==> src/fch_pkg.sv <==
// Shared constants and types for the flash command sequencer.
// Assumes a 25 MHz aclk; the flash pins are driven from registers.
package fch_pkg;

    // Clock and timing
    localparam int CLK_PERIOD_NS  = 40;
    localparam int WAKE_READ_NS   = 400;
    localparam int WAKE_WRITE_NS  = 1000;
    localparam int WE_LOW_NS      = 80;
    localparam int READ_ACCESS_NS = 120;
    localparam int SYNC_CYC       = 2;
    localparam logic [7:0] WAKE_READ_CNT  =
        8'((WAKE_READ_NS + CLK_PERIOD_NS - 1) / CLK_PERIOD_NS);
    localparam logic [7:0] WAKE_WRITE_CNT =
        8'((WAKE_WRITE_NS + CLK_PERIOD_NS - 1) / CLK_PERIOD_NS);
    localparam logic [7:0] WE_LOW_CNT     =
        8'((WE_LOW_NS + CLK_PERIOD_NS - 1) / CLK_PERIOD_NS);
    localparam logic [7:0] READ_CNT       =
        8'((READ_ACCESS_NS + CLK_PERIOD_NS - 1) / CLK_PERIOD_NS + SYNC_CYC + 1);
    localparam logic [7:0] CNT_ONE        = 8'h01;

    // Widths
    localparam int ADDR_W   = 20;
    localparam int DATA_W   = 8;
    localparam int BLOCK_LSB = 16;

    // Register byte offsets
    localparam logic [7:0] REG_CTRL   = 8'h00;
    localparam logic [7:0] REG_ADDR   = 8'h04;
    localparam logic [7:0] REG_WDATA  = 8'h08;
    localparam logic [7:0] REG_POWER  = 8'h0c;
    localparam logic [7:0] REG_STATUS = 8'h10;
    localparam logic [7:0] REG_RDATA  = 8'h14;

    // Status bit positions
    localparam int ST_BUSY_BIT    = 0;
    localparam int ST_DONE_BIT    = 1;
    localparam int ST_REFUSED_BIT = 2;
    localparam int ST_FREADY_BIT  = 3;
    localparam int ST_RD_OK_BIT   = 4;
    localparam int ST_WR_OK_BIT   = 5;

    localparam logic [1:0] RESP_OKAY   = 2'b00;
    localparam logic [1:0] RESP_SLVERR = 2'b10;

    // Flash command bytes
    localparam logic [7:0] CMD_READ_ARRAY  = 8'hff;
    localparam logic [7:0] CMD_READ_STATUS = 8'h70;
    localparam logic [7:0] CMD_READ_ID     = 8'h90;
    localparam logic [7:0] CMD_CLEAR       = 8'h50;
    localparam logic [7:0] CMD_ERASE_SETUP = 8'h20;
    localparam logic [7:0] CMD_CONFIRM     = 8'hd0;
    localparam logic [7:0] CMD_SUSPEND     = 8'hb0;
    localparam logic [7:0] CMD_PROG_SETUP  = 8'h40;

    typedef enum logic [3:0] {
        OP_READ        = 4'h0,
        OP_READ_ARRAY  = 4'h1,
        OP_READ_STATUS = 4'h2,
        OP_READ_ID     = 4'h3,
        OP_PROGRAM     = 4'h4,
        OP_ERASE       = 4'h5,
        OP_SUSPEND     = 4'h6,
        OP_RESUME      = 4'h7,
        OP_CLEAR       = 4'h8
    } fch_op_e;

    typedef enum logic [2:0] {
        K_END    = 3'h0,
        K_CMD    = 3'h1,
        K_DATA   = 3'h2,
        K_RD     = 3'h3,
        K_RD_OLD = 3'h4
    } fch_kind_e;

    typedef enum logic [5:0] {
        ST_IDLE  = 6'h01,
        ST_NEXT  = 6'h02,
        ST_SETUP = 6'h04,
        ST_PULSE = 6'h08,
        ST_HOLD  = 6'h10,
        ST_READ  = 6'h20
    } fch_state_e;

    typedef struct packed {
        logic              reset_powerdown_n;
        logic              ce_n;
        logic              oe_n;
        logic              we_n;
        logic [ADDR_W-1:0] addr;
        logic [DATA_W-1:0] data_bus_out;
        logic              data_bus_oe_n;
    } fch_pins_s;

    localparam fch_pins_s PINS_RESET = '{
        reset_powerdown_n: 1'b0, ce_n: 1'b1, oe_n: 1'b1, we_n: 1'b1,
        addr: 20'h00000, data_bus_out: 8'h00, data_bus_oe_n: 1'b1};

endpackage

==> src/fch_ctrl.sv <==
// Host-side controller for an asynchronous byte-wide blocked flash.
// Assumes an AXI4-Lite master on aclk and flash pins outside this clock domain.
//
// How it works
// - Program and erase need two ordered writes.
// - No read before 400 ns wake.
// - No command write before 1 us wake.
// - Program zero only into changing bits.
// - Read-array command before reading array again.
// - Read with select, output enable low.
// - Identifier command then address zero or one.
//
// The AXI4-Lite slave port and the address map were chosen for this implementation.
`timescale 1ns/100ps
module fch_ctrl (
    input  wire logic               aclk,
    input  wire logic               aresetn,
    input  wire logic [7:0]         awaddr,
    input  wire logic [2:0]         awprot,
    input  wire logic               awvalid,
    output wire logic               awready,
    input  wire logic [31:0]        wdata,
    input  wire logic [3:0]         wstrb,
    input  wire logic               wvalid,
    output wire logic               wready,
    output logic      [1:0]         bresp,
    output logic                    bvalid,
    input  wire logic               bready,
    input  wire logic [7:0]         araddr,
    input  wire logic [2:0]         arprot,
    input  wire logic               arvalid,
    output wire logic               arready,
    output logic      [31:0]        rdata,
    output logic      [1:0]         rresp,
    output logic                    rvalid,
    input  wire logic               rready,
    output fch_pkg::fch_pins_s      flash_pins,
    input  wire logic [7:0]         data_bus_in,
    input  wire logic               ready_busy_n
);
    import fch_pkg::*;

    function automatic logic reg_mapped(input logic [7:0] a);
        reg_mapped = (a == REG_CTRL) || (a == REG_ADDR) || (a == REG_WDATA) ||
                     (a == REG_POWER) || (a == REG_STATUS) || (a == REG_RDATA);
    endfunction

    function automatic logic [31:0] merge(input logic [31:0] old,
                                          input logic [31:0] nw,
                                          input logic [3:0]  strb);
        logic [31:0] m;
        m = {{8{strb[3]}}, {8{strb[2]}}, {8{strb[1]}}, {8{strb[0]}}};
        merge = (old & ~m) | (nw & m);
    endfunction

    // Step table: kind and command byte per operation and step
    function automatic logic [10:0] step_info(input fch_op_e op, input logic [2:0] i);
        logic [10:0] s;
        s = {K_END, 8'h00};
        case (op)
            OP_READ:        if (i == 3'd0) s = {K_RD, 8'h00};
            OP_READ_ARRAY:  if (i == 3'd0) s = {K_CMD, CMD_READ_ARRAY};
                            else if (i == 3'd1) s = {K_RD, 8'h00};
            OP_READ_STATUS: if (i == 3'd0) s = {K_CMD, CMD_READ_STATUS};
                            else if (i == 3'd1) s = {K_RD, 8'h00};
            OP_READ_ID:     if (i == 3'd0) s = {K_CMD, CMD_READ_ID};
                            else if (i == 3'd1) s = {K_RD, 8'h00};
            OP_PROGRAM:     case (i)
                                3'd0:    s = {K_CMD, CMD_READ_ARRAY};
                                3'd1:    s = {K_RD_OLD, 8'h00};
                                3'd2:    s = {K_CMD, CMD_PROG_SETUP};
                                3'd3:    s = {K_DATA, 8'h00};
                                default: s = {K_END, 8'h00};
                            endcase
            OP_ERASE:       if (i == 3'd0) s = {K_CMD, CMD_ERASE_SETUP};
                            else if (i == 3'd1) s = {K_CMD, CMD_CONFIRM};
            OP_SUSPEND:     if (i == 3'd0) s = {K_CMD, CMD_SUSPEND};
            OP_RESUME:      if (i == 3'd0) s = {K_CMD, CMD_CONFIRM};
            OP_CLEAR:       if (i == 3'd0) s = {K_CMD, CMD_CLEAR};
            default:        s = {K_END, 8'h00};
        endcase
        step_info = s;
    endfunction

    logic               aw_held_reg, w_held_reg;
    logic [7:0]         aw_addr_reg;
    logic [31:0]        w_data_reg;
    logic [3:0]         w_strb_reg;
    fch_op_e            op_reg;
    logic [ADDR_W-1:0]  addr_reg;
    logic [DATA_W-1:0]  prog_reg, old_reg, rbyte_reg;
    logic               rp_on_reg, done_reg, refused_reg;
    logic [7:0]         wake_reg, cnt_reg, cnt_next;
    logic [2:0]         step_reg, step_next;
    fch_state_e         state_reg, state_next;
    logic               rb_sync1_reg, rb_sync2_reg;
    logic [DATA_W-1:0]  dq_sync1_reg, dq_sync2_reg;
    fch_pins_s          pins_reg, pins_next;

    // AXI4-Lite write channels taken independently
    assign awready = !aw_held_reg;
    assign wready  = !w_held_reg;
    assign arready = !rvalid;
    wire do_write  = aw_held_reg && w_held_reg && !bvalid;
    wire wr_hit    = do_write && reg_mapped(aw_addr_reg);
    wire wr_ctrl   = wr_hit && (aw_addr_reg == REG_CTRL) && w_strb_reg[0];
    wire wr_addr   = wr_hit && (aw_addr_reg == REG_ADDR);
    wire wr_wdata  = wr_hit && (aw_addr_reg == REG_WDATA) && w_strb_reg[0];
    wire wr_power  = wr_hit && (aw_addr_reg == REG_POWER) && w_strb_reg[0];
    wire [31:0] addr_merged = merge({12'h000, addr_reg}, w_data_reg, w_strb_reg);

    // Operation acceptance
    wire fch_op_e op_req   = fch_op_e'(w_data_reg[3:0]);
    wire op_valid          = (w_data_reg[3:0] <= OP_CLEAR);
    wire rp_on_next        = wr_power ? w_data_reg[0] : rp_on_reg;
    wire read_ok           = rp_on_reg && (wake_reg >= WAKE_READ_CNT);
    wire write_ok          = rp_on_reg && (wake_reg >= WAKE_WRITE_CNT);
    wire window_ok         = (op_req == OP_READ) ? read_ok : write_ok;
    wire accept            = wr_ctrl && (state_reg == ST_IDLE) && op_valid && window_ok;
    wire refuse            = wr_ctrl && !accept;

    // Current step decode
    wire [10:0] info       = step_info(op_reg, step_reg);
    wire fch_kind_e kind   = fch_kind_e'(info[10:8]);
    wire [DATA_W-1:0] wr_byte = (kind == K_DATA) ? (prog_reg | ~old_reg) : info[7:0];
    wire [ADDR_W-1:0] blk_addr = {addr_reg[ADDR_W-1:BLOCK_LSB], {BLOCK_LSB{1'b0}}};
    wire [ADDR_W-1:0] id_addr  = {{(ADDR_W-1){1'b0}}, addr_reg[0]};
    wire [ADDR_W-1:0] op_addr  = (op_reg == OP_ERASE) ? blk_addr :
                                 (op_reg == OP_READ_ID) ? id_addr : addr_reg;
    wire last_cnt          = (cnt_reg == CNT_ONE);
    wire capture           = (state_reg == ST_READ) && last_cnt;

    // Register read mux
    wire [31:0] status_word = {26'h0000000, write_ok, read_ok, rb_sync2_reg,
                               refused_reg, done_reg, (state_reg != ST_IDLE)};
    wire [31:0] rd_mux =
        (araddr == REG_CTRL)   ? {28'h0000000, op_reg} :
        (araddr == REG_ADDR)   ? {12'h000, addr_reg} :
        (araddr == REG_WDATA)  ? {24'h000000, prog_reg} :
        (araddr == REG_POWER)  ? {31'h00000000, rp_on_reg} :
        (araddr == REG_STATUS) ? status_word :
        (araddr == REG_RDATA)  ? {24'h000000, rbyte_reg} : 32'h00000000;

    always_comb begin
        state_next = state_reg;
        cnt_next   = cnt_reg;
        step_next  = step_reg;
        case (state_reg)
            ST_IDLE: begin
                if (accept) begin
                    state_next = ST_NEXT;
                    step_next  = 3'd0;
                end
            end
            ST_NEXT: begin
                if (kind == K_END) begin
                    state_next = ST_IDLE;
                end else if (kind == K_RD || kind == K_RD_OLD) begin
                    state_next = ST_READ;
                    cnt_next   = READ_CNT;
                end else begin
                    state_next = ST_SETUP;
                end
            end
            ST_SETUP: begin
                state_next = ST_PULSE;
                cnt_next   = WE_LOW_CNT;
            end
            ST_PULSE: begin
                if (last_cnt) begin
                    state_next = ST_HOLD;
                end else begin
                    cnt_next = cnt_reg - CNT_ONE;
                end
            end
            ST_HOLD: begin
                state_next = ST_NEXT;
                step_next  = step_reg + 3'd1;
            end
            ST_READ: begin
                if (last_cnt) begin
                    state_next = ST_NEXT;
                    step_next  = step_reg + 3'd1;
                end else begin
                    cnt_next = cnt_reg - CNT_ONE;
                end
            end
            default: state_next = ST_IDLE;
        endcase
        if (!rp_on_next) begin
            state_next = ST_IDLE;
        end
    end

    always_comb begin
        pins_next                   = PINS_RESET;
        pins_next.reset_powerdown_n = rp_on_next;
        pins_next.ce_n              = (state_next == ST_IDLE) || (state_next == ST_NEXT);
        pins_next.oe_n              = (state_next != ST_READ);
        pins_next.we_n              = (state_next != ST_PULSE);
        pins_next.data_bus_oe_n     = !((state_next == ST_SETUP) || (state_next == ST_PULSE) ||
                                        (state_next == ST_HOLD));
        pins_next.addr              = op_addr;
        pins_next.data_bus_out      = wr_byte;
    end
    assign flash_pins = pins_reg;

    always_ff @(posedge aclk) begin
        if (!aresetn) begin
            aw_held_reg <= 1'b0;
            w_held_reg  <= 1'b0;
            aw_addr_reg <= 8'h00;
            w_data_reg  <= 32'h00000000;
            w_strb_reg  <= 4'h0;
            bvalid      <= 1'b0;
            bresp       <= RESP_OKAY;
            rvalid      <= 1'b0;
            rresp       <= RESP_OKAY;
            rdata       <= 32'h00000000;
        end else begin
            if (awvalid && awready) begin
                aw_held_reg <= 1'b1;
                aw_addr_reg <= awaddr;
            end else if (do_write) begin
                aw_held_reg <= 1'b0;
            end
            if (wvalid && wready) begin
                w_held_reg <= 1'b1;
                w_data_reg <= wdata;
                w_strb_reg <= wstrb;
            end else if (do_write) begin
                w_held_reg <= 1'b0;
            end
            if (do_write) begin
                bvalid <= 1'b1;
                bresp  <= reg_mapped(aw_addr_reg) ? RESP_OKAY : RESP_SLVERR;
            end else if (bready) begin
                bvalid <= 1'b0;
            end
            if (arvalid && arready) begin
                rvalid <= 1'b1;
                rdata  <= rd_mux;
                rresp  <= reg_mapped(araddr) ? RESP_OKAY : RESP_SLVERR;
            end else if (rready) begin
                rvalid <= 1'b0;
            end
        end
    end

    always_ff @(posedge aclk) begin
        if (!aresetn) begin
            op_reg      <= OP_READ;
            addr_reg    <= 20'h00000;
            prog_reg    <= 8'hff;
            old_reg     <= 8'hff;
            rbyte_reg   <= 8'h00;
            rp_on_reg   <= 1'b0;
            done_reg    <= 1'b0;
            refused_reg <= 1'b0;
            wake_reg    <= 8'h00;
            cnt_reg     <= 8'h00;
            step_reg    <= 3'd0;
            state_reg   <= ST_IDLE;
            pins_reg    <= PINS_RESET;
        end else begin
            if (accept) begin
                op_reg <= op_req;
            end
            if (wr_addr) begin
                addr_reg <= addr_merged[ADDR_W-1:0];
            end
            if (wr_wdata) begin
                prog_reg <= w_data_reg[DATA_W-1:0];
            end
            rp_on_reg   <= rp_on_next;
            done_reg    <= (state_reg == ST_NEXT && kind == K_END) || (done_reg && !accept);
            refused_reg <= refuse || (refused_reg && !accept);
            if (!rp_on_reg) begin
                wake_reg <= 8'h00;
            end else if (wake_reg != WAKE_WRITE_CNT) begin
                wake_reg <= wake_reg + CNT_ONE;
            end
            if (capture && kind == K_RD) begin
                rbyte_reg <= dq_sync2_reg;
            end
            if (capture && kind == K_RD_OLD) begin
                old_reg <= dq_sync2_reg;
            end
            cnt_reg   <= cnt_next;
            step_reg  <= step_next;
            state_reg <= state_next;
            pins_reg  <= pins_next;
        end
    end

    // Pin synchronisers
    always_ff @(posedge aclk) begin
        if (!aresetn) begin
            rb_sync1_reg <= 1'b1;
            rb_sync2_reg <= 1'b1;
            dq_sync1_reg <= 8'h00;
            dq_sync2_reg <= 8'h00;
        end else begin
            rb_sync1_reg <= ready_busy_n;
            rb_sync2_reg <= rb_sync1_reg;
            dq_sync1_reg <= data_bus_in;
            dq_sync2_reg <= dq_sync1_reg;
        end
    end

endmodule // fch_ctrl

==> config.mk <==
export PLATFORM = sky130hd
export DESIGN_NAME = fch_ctrl
export DESIGN_NICKNAME = d
export VERILOG_FILES = /design/src/fch_pkg.sv /design/src/fch_ctrl.sv
export SDC_FILE = /design/constraint.sdc
export NUM_CORES = 1
export LEC_CHECK = 0
export BUFFER_PORTS_ARGS = -buffer_cell sky130_fd_sc_hd__buf_2
export CORE_MARGIN = 2
export CORE_UTILIZATION = 55
export CTS_CLUSTER_DIAMETER = 100
export DETAILED_ROUTE_END_ITERATION = 8
export PLACE_DENSITY = 0.8
export SYNTH_ARGS = -nofsm -noshare
export SYNTH_HDL_FRONTEND = slang
export SYNTH_SLANG_ARGS = --single-unit
export TNS_END_PERCENT = 5
==> constraint.sdc <==
create_clock -name aclk -period 3.28 [get_ports aclk]
set_input_delay 0.328 -clock aclk [delete_from_list [all_inputs] [get_ports aclk]]
set_output_delay 0.328 -clock aclk [all_outputs]
set_load 0.005 [all_outputs]
Yosys cells after proc, flatten, opt, wreduce, memory -nomap -nowiden

Index checks and enable logic that the tools add are counted.

Bits in writable memories: 0
Output and inout bits: 74
Memories: 0
Logic and storage cells: 203
Input port bits: 74
Latch bits: 0
Register bits: 197
Memory bits (read-only): 0

Multipliers: 0
Order comparisons: 3
Equal/unequal tests: 45
Add/subtract/negate cells: 3
Muxes and demuxes: 46
Shift-type cells: 0
Bitwise gates (word level): 7
Reductions and logical operators: 65
Divide/modulo/power cells: 0

Operator list:

| kind                                                                   | count |
|---|---|
| 11-bit one-hot mux with 9 select lines                                 | 1 |
| 20-bit two-way mux                                                     | 4 |
| 8-bit two-way mux                                                      | 8 |
| 9-bit two-way mux                                                      | 5 |
| 11-bit one-hot mux with 4 select lines                                 | 1 |
| 20-bit bitwise AND                                                     | 2 |
| 10-bit two-way mux                                                     | 4 |
| 6-bit two-way mux                                                      | 6 |
| 6-bit one-hot mux with 6 select lines                                  | 1 |
| 8-bit by 4-bit equality test with 1-bit output (second input constant) | 4 |
| 8-bit by 5-bit equality test with 1-bit output (second input constant) | 4 |
| 1-bit logical AND                                                      | 25 |
| 8-bit one-hot mux with 3 select lines                                  | 1 |
| 20-bit inverter                                                        | 1 |
| 20-bit OR                                                              | 1 |
| 4-bit by 3-bit equality test with 1-bit output (second input constant) | 4 |
| 8-bit by 3-bit equality test with 1-bit output (second input constant) | 2 |
| 8-bit logical NOT                                                      | 2 |
| 1-bit logical OR                                                       | 16 |
| 3-bit by 2-bit equality test with 1-bit output (second input constant) | 4 |
| 6-bit by 1-bit equality test with 1-bit output (second input constant) | 2 |
| 6-bit by 2-bit equality test with 1-bit output (second input constant) | 2 |
| 6-bit by 3-bit equality test with 1-bit output (second input constant) | 2 |
| 6-bit by 4-bit equality test with 1-bit output (second input constant) | 2 |
| other kinds (37)                                                       | 65 |

Logic depth before layout (Yosys ltp)

Gate-level depths: netlist (run 1).

Depth in word-level cells: 19
Depth in mapped cells: 10

Least setup slack after synthesis (run 1)

OpenSTA, ideal clock, no wires.

Path kind: reg-to-reg
Start: register step_reg[0]
End: register rbyte_reg[0]
Cell stages (with the launch flop): 11
Required time: 3.152 ns
Path buffers: 2
Data arrival time: 2.163 ns
Setup time: 0.128 ns
Slack: 0.990 ns
Cells stage by stage: dfxtp_1 > inv_1 > ha_1 > buf_2 > nand2b_1 > mux2_2 > o32a_1 > a211o_1 > buf_6 > mux2i_1 > nor2_1

Longest elaborated chain between the ends: 6
Elaborated cells between the ends (all ways): 18
Classes of those cells: 4 x eq/ne; 12 x mux; 2 x reduce/logical

Ends and longest elaborated chain:

| what                                                    | line            | text |
|---|---|---|
| start, declared                                         | fch_ctrl.sv:94  | `logic [2:0] step_reg, step_next;` |
| start signal, assigned                                  | fch_ctrl.sv:290 | `step_reg <= step_next;` |
| 3-bit by 1-bit equality test with 1-bit output          | --              |  |
| 9-bit two-way mux or 10-bit two-way mux (tied branches) | --              |  |
| 9-bit two-way mux, or another cell as far along         | fch_ctrl.sv:75  | `OP_ERASE: if (i == 3'd0) s = {K_CMD, CMD_ERASE_SETUP};` |
| 11-bit one-hot mux with 9 select lines (*)              | fch_ctrl.sv:60  | `case (op)` |
| 3-bit by 2-bit equality test with 1-bit output (*)      | fch_ctrl.sv:283 | `if (capture && kind == K_RD) begin` |
| 1-bit logical AND (*)                                   | fch_ctrl.sv:283 |  |
| end signal, assigned                                    | fch_ctrl.sv:284 | `rbyte_reg <= dq_sync2_reg;` |
| end, declared                                           | fch_ctrl.sv:91  | `logic [DATA_W-1:0] prog_reg, old_reg, rbyte_reg;` |

Mark *: on every way between the ends. The rest lies on a longest branch, timed or not.
A chain may end at the register's enable or synchronous reset.

Worst setup path in the final report (run 1)

Start: register step_reg[0]
End: register pins_reg (netlist bit flash_pins[8])

Longest elaborated chain between the ends: 6
Elaborated cells between the ends (all ways): 18
Classes of those cells: 4 x eq/ne; 13 x mux; 1 x reduce/logical

Ends and longest elaborated chain:

| what                                                    | line            | text |
|---|---|---|
| 3-bit by 1-bit equality test with 1-bit output          | --              |  |
| 9-bit two-way mux or 10-bit two-way mux (tied branches) | --              |  |
| 9-bit two-way mux, or another cell as far along         | fch_ctrl.sv:75  |  |
| 11-bit one-hot mux with 9 select lines (*)              | fch_ctrl.sv:60  |  |
| 3-bit by 2-bit equality test with 1-bit output          | fch_ctrl.sv:125 | `wire [DATA_W-1:0] wr_byte = (kind == K_DATA) ? (prog_reg \| ~old_reg) : info[7:0];` |
| 8-bit two-way mux (*)                                   | fch_ctrl.sv:125 |  |
| end signal, assigned                                    | fch_ctrl.sv:292 | `pins_reg <= pins_next;` |
| end, declared                                           | fch_ctrl.sv:98  | `fch_pins_s pins_reg, pins_next;` |

Marked as above.

==> results of run 1 <==
logic make-up after synthesis:
| group | count (synthesis) |
|---|---|
| buf+inv | 89 |
| xor+xnor | 9 |
| other cells | 1 |
| simple gates | 349 |
| flops | 183 |
| compound gates | 186 |
| fa+ha+maj | 11 |
| mux | 37 |
per-layer routing:
| metal | wire length (um) | global-route usage | vias up |
|---|---|---|---|
| met4 | 383 | 0.0963 | 0 |
| met2 | 7850 | 0.352 | 213 |
| met1 | 8370 | 0.345 | 2999 |
| met3 | 1220 | 0.0613 | 32 |
| li1 | - | - | 3164 |
| met5 | 0 | 0 | - |
worst paths after layout:
check / endpoint / cells after the start / slack, ns
min: rb_sync1_reg / 2 / 0.08
max reg2reg: flash_pins[8] / 8 / 0.62
min reg2reg: rb_sync2_reg / 1 / 0.42
max: flash_pins[8] / 8 / 0.62
final cells by class:
class	instances	area, sq um
fill	1194	4820
clock inverter	6	111
sequential	183	3660
clock buffer	24	522
timing repair buffer	121	636
inverter	28	105
multi-input combinational	606	3690
tap	180	225
through the flow:
stage               total power [W]  setup slack (ns)  std cells  utilization
finish                      0.00466             0.616       1148        0.650
global route                0.00481             0.399       1148        0.650
CTS                         0.00468             0.663       1148        0.650
detailed placement          0.00255             0.693       1118        0.604
global placement            0.00254             0.731       1118        0.604
floorplan                   0.00248             0.990        878            -
worst register-to-register path: stages, from the launching register on:
cell	delay [ns]
dfxtp_1	0.41
inv_1	0.09
ha_1	0.31
nand2b_1	0.23
mux2_2	0.30
o32a_1	0.36
nor3_2	0.40
o21ai_0	0.27
a21oi_1	0.22
cell usage in the layout, fill, tap and decap left out, types with 6 or more instances in the layout:
| cell | count |
|---|---|
| buf_2 | 114 |
| nand2_1 | 117 |
| ha_1 | 11 |
| o21ai_0 | 26 |
| nor2_1 | 70 |
| clkbuf_16 | 17 |
| nand3_1 | 23 |
| nand4b_1 | 7 |
| and2_1 | 39 |
| and3_1 | 11 |
| inv_1 | 27 |
| nor3_1 | 10 |
| o211ai_1 | 13 |
| nand4_1 | 7 |
| nor2b_1 | 11 |
| dfxtp_1 | 183 |
| a211oi_1 | 7 |
| buf_4 | 6 |
| mux2i_1 | 35 |
| a22oi_1 | 12 |
| or3_1 | 8 |
| conb_1 | 14 |
| nand2b_1 | 10 |
| clkbuf_8 | 7 |
| o22ai_1 | 6 |
| a21oi_1 | 70 |
power by group through the flow:
stage / Clock, W / Sequential (W) / Combinational (W)
after floorplan: 0 / 0.00233 / 0.000141
after global placement: 0 / 0.00234 / 0.000199
after detailed placement: 0 / 0.00234 / 0.000202
after CTS: 0.00218 / 0.00230 / 0.000204
after global routing: 0.00228 / 0.00230 / 0.000228
final: 0.00216 / 0.00230 / 0.000204
==> flow_summary.toml, run 1 <==
[setup_path]
max_stage_delay_ns = 0.41
crit_slowest_cell = "dfxtp_1"
crit_path_start_kind = "register"
crit_type = "reg -> reg"
cp_num_buf_inv = 1
arrival_ns = 3.02
crit_family = "compound AO/OA/AOI/OAI gates"
r2r_start = "step_reg[0]"
end_kind = "register"
crit_chain = "inv_1, ha_1, nand2b_1, mux2_2, o32a_1, nor3_2, o21ai_0, a21oi_1"
cp-startpoint = "step_reg[0]"
critPathMaxFanout = 10
required_ns = 3.63

[yosys]
synthTopCellsByArea = "dfxtp_1, nand2_1, a21oi_1, mux2i_1, nor2_1"
synth.avg_cell_area_sq_um = 8.93
syn_inst = 865
muxShareOfSynthArea = 0.0483
synth-seq-cells = 183
ys.warnings.count = 0
ys_seq_area_frac = 0.474
ys.flop_type = "dfxtp_1"
synth_top_family_by_area = "simple AND/OR/NAND/NOR gates"
synth_top_area_cell = "dfxtp_1"
ys_top_cells_by_count = "dfxtp_1, nand2_1, a21oi_1, nor2_1, and2_1"
synth_edf_count = 0
yosysMostFrequentCell = "dfxtp_1"
synth_top_area_share = 0.474
synthArstFlopShare = 0
synthAdderAreaFrac = 0.0178
post_synth_and_or_nand_nor_area_fraction = 0.237
yosys.area_share.xor_xnor = 0.0102
netlist_area_sq_um = 7720
synth-compound-area-share = 0.158
yosysUniqueCellTypes = 84

[floorplan]
io_pins = 148
start_util = 0.561
die_w_um = 122
rows = 43
dieHeight_um = 122
core_sq_um = 13800
design.die.area_sq_um = 15000

[clock_tree]
cts_setup_buffers = 0
cts.sinks = 183
cts_max_level = 4
post_cts_resized = 0
root_buffer = "clkbuf_16"
cts-buffers-inserted = 17
clk_path_buf_depth = 2
hold_buffers = 0
clk_latency_ns = 0.44
cts_tree = "yes"
clk_pin_slew_worst_paths_ns = 0.06

[routing]
drc_errors = 0
drtIter0Drc = 496
num_vias = 6408
wl_per_cell_um = 15.5
dr.pass1.iters = 5
wl_mm = 17.8
viasPerCell = 5.58
antenna_left = 0

[power]
vdd_drop_max_v = 0.000314
combinationalPowerShare = 0.044
seq_power_share = 0.493
p_leak_nw = 3.80
p_int_w = 0.00368
swShare = 0.210
power.density_nw_per_um2 = 520
clockPowerShare = 0.463
switchingPower_w = 0.000977

[timing]
fin_skew_ns = 0.00845
hold_violations = 0
holdWs_ns = 0.0782
tightest_slew_ns = 0.886
fin_crit_ns = 2.66
post-route-period-util = 0.812
setup-tns-final_ns = 0
finalSetupViolCount = 0
slew_violations = 0
relSlewSlack = 0.408
max_freq_ghz = 0.375
rsz0062_at_grt = "no"

[global_routing]
grt_pass1_vias = 5693
grt_overflow = 0
grt_use_total = 0.243
grt_antenna_before_repair = 0
grt_pass1_wl_mm = 28.4
grt_max_degree = 78

[worst_hold_path]
hp-class = "in -> reg"
hold_start = "ready_busy_n"

[place]
port_buffers = 114
gp_congestion = 0.912
dpl_cell_area_sq_um = 8320
dp_hpwl_mm = 12.5

[cells_and_area]
area_growth_pct = 15.9
final_cell_area_sq_um = 8950
drive_above_1_share = 0.187
num_antenna_cells = 0
fin_nets = 1042

[flow_run]
max_cap_violations = 0

[outcome]
status = "finished clean"
No activity file was read; power rests on OpenSTA's default activity.
==> inputs of run 2 (changes only) <==
ABC_AREA = 1   (was default)
clock period = 2.5 ns   (was 3.28 ns; I/O delays follow)
==> flow_summary.toml, run 2 <==
[yosys]
ys_top_cells_by_count = "dfxtp_1, inv_1, nand2_1, nor2_1, a21oi_1"
synth_top_area_cell = "dfxtp_1"
ys_seq_area_frac = 0.477
ys.flop_type = "dfxtp_1"
syn_inst = 971
synthTopCellsByArea = "dfxtp_1, inv_1, nand2_1, nor2_1, a21oi_1"
synth-seq-cells = 183
netlist_area_sq_um = 7680
synth_edf_count = 0
ys.warnings.count = 0
synthArstFlopShare = 0
yosysUniqueCellTypes = 51
synth.avg_cell_area_sq_um = 7.91
synth_top_area_share = 0.477
yosysMostFrequentCell = "dfxtp_1"

[timing]
rsz0062_at_grt = "no"
fin_skew_ns = 0.00887
max_freq_ghz = 0.475
relSlewSlack = 0.502
tightest_slew_ns = 0.741
fin_crit_ns = 2.11
post-route-period-util = 0.843
finalSetupViolCount = 0
slew_violations = 0
setup-tns-final_ns = 0
hold_violations = 0

[cells_and_area]
area_growth_pct = 17.4
final_common_cell = "dfxtp_1"
num_antenna_cells = 0
drive_above_1_share = 0.190
final_cell_mix = "dfxtp_1, inv_1, nand2_1"
fin_nets = 1167
final_cells = 1275

[setup_path]
critPathMaxFanout = 8
crit_type = "reg -> reg"
required_ns = 2.85
arrival_ns = 2.46
crit_path_start_kind = "register"
end_kind = "register"

[clock_tree]
post_cts_resized = 0
clk_path_buf_depth = 2
root_buffer = "clkbuf_16"
cts_tree = "yes"
cts_max_level = 4
cts.sinks = 183
clk_latency_ns = 0.43
cts_setup_buffers = 0
clk_pin_slew_worst_paths_ns = 0.07
hold_buffers = 8
cts-buffers-inserted = 17

[global_routing]
grt_pass1_wl_mm = 29.2
grt_pass1_vias = 6214
grt_max_degree = 100
grt_use_total = 0.251
grt_antenna_before_repair = 0
grt_overflow = 0

[place]
numPlacedInstances = 1235
port_buffers = 114
gp_congestion = 0.961
dp_hpwl_mm = 12.6

[floorplan]
die_w_um = 122
start_util = 0.558
dieHeight_um = 122
rows = 43
design.die.area_sq_um = 14900
core_sq_um = 13800
io_pins = 148

[power]
p_leak_nw = 4.11
p_int_w = 0.00462
swShare = 0.241
vdd_drop_max_v = 0.000456
clockPowerShare = 0.452
power.density_nw_per_um2 = 675
seq_power_share = 0.495
combinationalPowerShare = 0.054
switchingPower_w = 0.00147

[worst_hold_path]
hp-class = "in -> reg"

[routing]
num_vias = 6665
wl_mm = 18.0
wl_per_cell_um = 14.1
drc_errors = 0
drtIter0Drc = 541
dr.pass1.iters = 5
viasPerCell = 5.23
antenna_left = 0

[flow_run]
max_cap_violations = 0

[outcome]
status = "finished clean"
==> run 2: cell types whose count changed after synthesis, sizes merged, moves of 35 or more <==
cell,before,now
o21ai,31,77
inv,28,139
and2,40,1
nor2,71,136
nand3,24,59
mux2i,35,0
==> run 2: cells by family (layout without fill, tap and decap cells) <==
kind of cell | count (synthesis) | after routing | synth area share
simple gates | 367 | 367 | 0.233
compound gates | 208 | 208 | 0.154
buf+inv | 192 | 303 | 0.107
flops | 183 | 183 | 0.477
fa+ha+maj | 11 | 11 | 0.0179
xor+xnor | 9 | 9 | 0.0103
other cells | 1 | 14 | 0.000488
==> run 2: through the flow <==
| stage | total power, W | instance area [sq um] | worst slack, ns | hold WS, ns | util |
|---|---|---|---|---|---|
| 3_3_place_gp | 0.00338 | 8320 | 0.451 | 0.396 | 0.604 |
| 2_1_floorplan | 0.00329 | 7730 | 0.705 | 0.348 | - |
| 3_5_place_dp | 0.00339 | 8320 | 0.399 | 0.401 | 0.604 |
| 5_1_grt | 0.00629 | 9020 | 0.211 | 0.0118 | 0.655 |
| 6_report | 0.00608 | 9020 | 0.393 | 0.0158 | 0.655 |
| 4_1_cts | 0.00612 | 9020 | 0.391 | 0.000757 | 0.655 |
==> run 2: power groups by stage <==
| stage | combinational, W | clock [W] | sequential [W] |
|---|---|---|---|
| after floorplan | 0.000216 | 0 | 0.00307 |
| after global placement | 0.000306 | 0 | 0.00307 |
| after detailed placement | 0.000312 | 0 | 0.00308 |
| after CTS | 0.000325 | 0.00278 | 0.00301 |
| after global routing | 0.000369 | 0.00291 | 0.00302 |
| final | 0.000326 | 0.00275 | 0.00301 |
==> run 2: worst paths after layout <==
| check | start | cells past startpoint | slack (ns) | end |
|---|---|---|---|---|
| worst min-delay path | data_bus_in[6] | 3 | 0.02 | dq_sync1_reg[6] |
| worst min register to register | rb_sync1_reg | 1 | 0.42 | rb_sync2_reg |
| worst max register to register | step_reg[0] | 11 | 0.39 | flash_pins[5] |
| worst max-delay path | step_reg[0] | 11 | 0.39 | flash_pins[5] |
==> run 2: per-layer routing <==
| layer | up-vias | global-route usage | routed length, um |
|---|---|---|---|
| li1 | 3342 | - | - |
| met3 | 32 | 0.0492 | 1000 |
| met4 | 0 | 0.113 | 438 |
| met1 | 3093 | 0.309 | 7650 |
| met2 | 198 | 0.425 | 8890 |
| met5 | - | 0 | 0 |
==> run 2: critical path, stage by stage, from the launching register on <==
cell	delay, ns
dfxtp_1	0.39
inv_1	0.10
ha_1	0.21
inv_1	0.08
nor2_2	0.08
nand3_1	0.10
nand2_1	0.10
nor2_4	0.20
nand2_8	0.09
nor3_4	0.26
o21ai_0	0.20
a31oi_1	0.19
==> run 2: final cells by class <==
type,count,area (sq um)
flip-flops and latches,183,3660
repair buffers,129,728
multi-input cells,609,3250
clock buffers,18,429
inverters,142,534
clock inverters,14,189
well taps,180,225
fillers,1212,4760
==> inputs of run 3 (changes only) <==
CORE_UTILIZATION = 50   (was 55)
PLACE_DENSITY = 0.77   (was 0.8)
clock period = 1.8 ns   (was 2.5 ns; I/O delays follow)
==> flow_summary.toml, run 3 (synthesized netlist as in run 2, its figures left out) <==
[outcome]
status = "finished, violations left"
violations = "setup timing"

[clock_tree]
cts_tree = "yes"
clk_pin_slew_worst_paths_ns = 0.07
clk_path_buf_depth = 2
cts.sinks = 183
root_buffer = "clkbuf_16"
clk_latency_ns = 0.43
cts-buffers-inserted = 17
cts_max_level = 4

[place]
gp_congestion = 0.891
dp_hpwl_mm = 13.6
port_buffers = 114
dpl_cell_area_sq_um = 8610

[timing]
max_freq_ghz = 0.534
hold_violations = 0
finalWorstSetupSlack_ns = -0.0728
rsz0062_at_grt = "yes"
post-route-period-util = 1.04
fin_crit_ns = 1.87
finalSetupViolCount = 28
fin_skew_ns = 0.0130
slew_violations = 0

[floorplan]
io_pins = 148
core_sq_um = 15100
design.die.area_sq_um = 16400
die_w_um = 128
dieHeight_um = 128
start_util = 0.509
rows = 45

[global_routing]
grt_max_degree = 37
grt_pass1_wl_mm = 30.5
grt_pass1_vias = 6283
grt_use_total = 0.236
grt_antenna_before_repair = 0
grt_overflow = 0

[routing]
wl_per_cell_um = 14.3
drc_errors = 0
drtIter0Drc = 496
viasPerCell = 5.09
num_vias = 6823
wl_mm = 19.1
dr.pass1.iters = 6
antenna_left = 0

[setup_path]
required_ns = 2.15
crit_path_start_kind = "register"
end_kind = "register"
arrival_ns = 2.23
crit_type = "reg -> reg"
critPathMaxFanout = 6

[cells_and_area]
num_antenna_cells = 0
final_common_cell = "dfxtp_1"
nFillCells = 1267
final_cell_area_sq_um = 9740
fin_nets = 1225
final_cell_mix = "dfxtp_1, inv_1, nand2_1"
drive_above_1_share = 0.264
area_growth_pct = 26.8
fin_util = 0.646

[power]
vdd_drop_max_v = 0.000670
p_leak_nw = 4.40
power.density_nw_per_um2 = 850

[worst_hold_path]
hp-class = "in -> reg"

[flow_run]
max_cap_violations = 0
==> run 3: changes by cell type in the layout (fill, tap and decap cells not counted), moves of 7 or more <==
cell	previous run	this run
o21ai_2	0	9
nand3_1	52	45
dlygate4sd3_1	8	17
buf_4	5	46
o21ai_0	72	59
==> run 3: per-layer routing <==
metal  track usage  wire [um]  vias up
met1         0.308       8410     3141
met2         0.397       9420      190
met4        0.0646        317        0
met5             0          0        -
li1              -          -     3467
met3        0.0518        996       25
==> run 3: final timing paths <==
check                        from              end  slack (ns)  cells past startpoint
setup / recovery      step_reg[0]       cnt_reg[0]       -0.07                     13
hold / removal           wdata[0]    w_data_reg[0]        0.02                      3
setup reg to reg      step_reg[0]       cnt_reg[0]       -0.07                     13
hold reg to reg   dq_sync1_reg[5]  dq_sync2_reg[5]        0.42                      2
==> run 3: power breakdown <==
part	internal [W]	switching, W
combinational	0.000196	0.000313
sequential	0.00414	0.0000426
clock	0.00186	0.00173
==> run 3: area by class of cell <==
cell class | count | area [sq um] | area share
Clock buffer | 18 | 429 | 0.0441
Sequential cell | 183 | 3670 | 0.377
Multi-Input combinational cell | 610 | 3500 | 0.359
Inverter | 142 | 539 | 0.0554
Timing Repair Buffer | 186 | 1220 | 0.125
Tap cell | 188 | 235 | 0.0241
Clock inverter | 14 | 144 | 0.0148
==> run 3: critical path, cell delays in order (launching register included) <==
cell and delay [ns]:
dfxtp_2 0.35, buf_6 0.12, ha_4 0.13, inv_2 0.04, nor2_4 0.13, nand2_1 0.09, nor2_2 0.16, nor2_4 0.09
nor2_4 0.16, nand2_4 0.08, nand3_4 0.10, buf_12 0.13, nand3_1 0.07, a21oi_1 0.15
==> run 3: through the flow <==
| stage | hold WS [ns] | worst slack [ns] | TNS, ns | cells | total power [W] |
|---|---|---|---|---|---|
| after floorplan | 0.278 | 0.00540 | 0 | 984 | 0.00456 |
| after global placement | 0.369 | -0.0648 | -1.56 | 1279 | 0.00472 |
| after detailed placement | 0.367 | -0.125 | -2.78 | 1279 | 0.00473 |
| after CTS | 0.0124 | -0.0459 | -0.652 | 1333 | 0.00830 |
| after global routing | 0.0207 | -0.197 | -4.84 | 1341 | 0.00858 |
| final | 0.0228 | -0.0728 | -0.742 | 1341 | 0.00828 |
==> run 3: timing repair <==
action,CTS,global route
buffers inserted,4,8
pin swaps,24,17
gates cloned,1,0
endpoints found under the hold margin,17,0
resized for setup,50,34
hold buffers,17,0
setup endpoints to repair,45,72
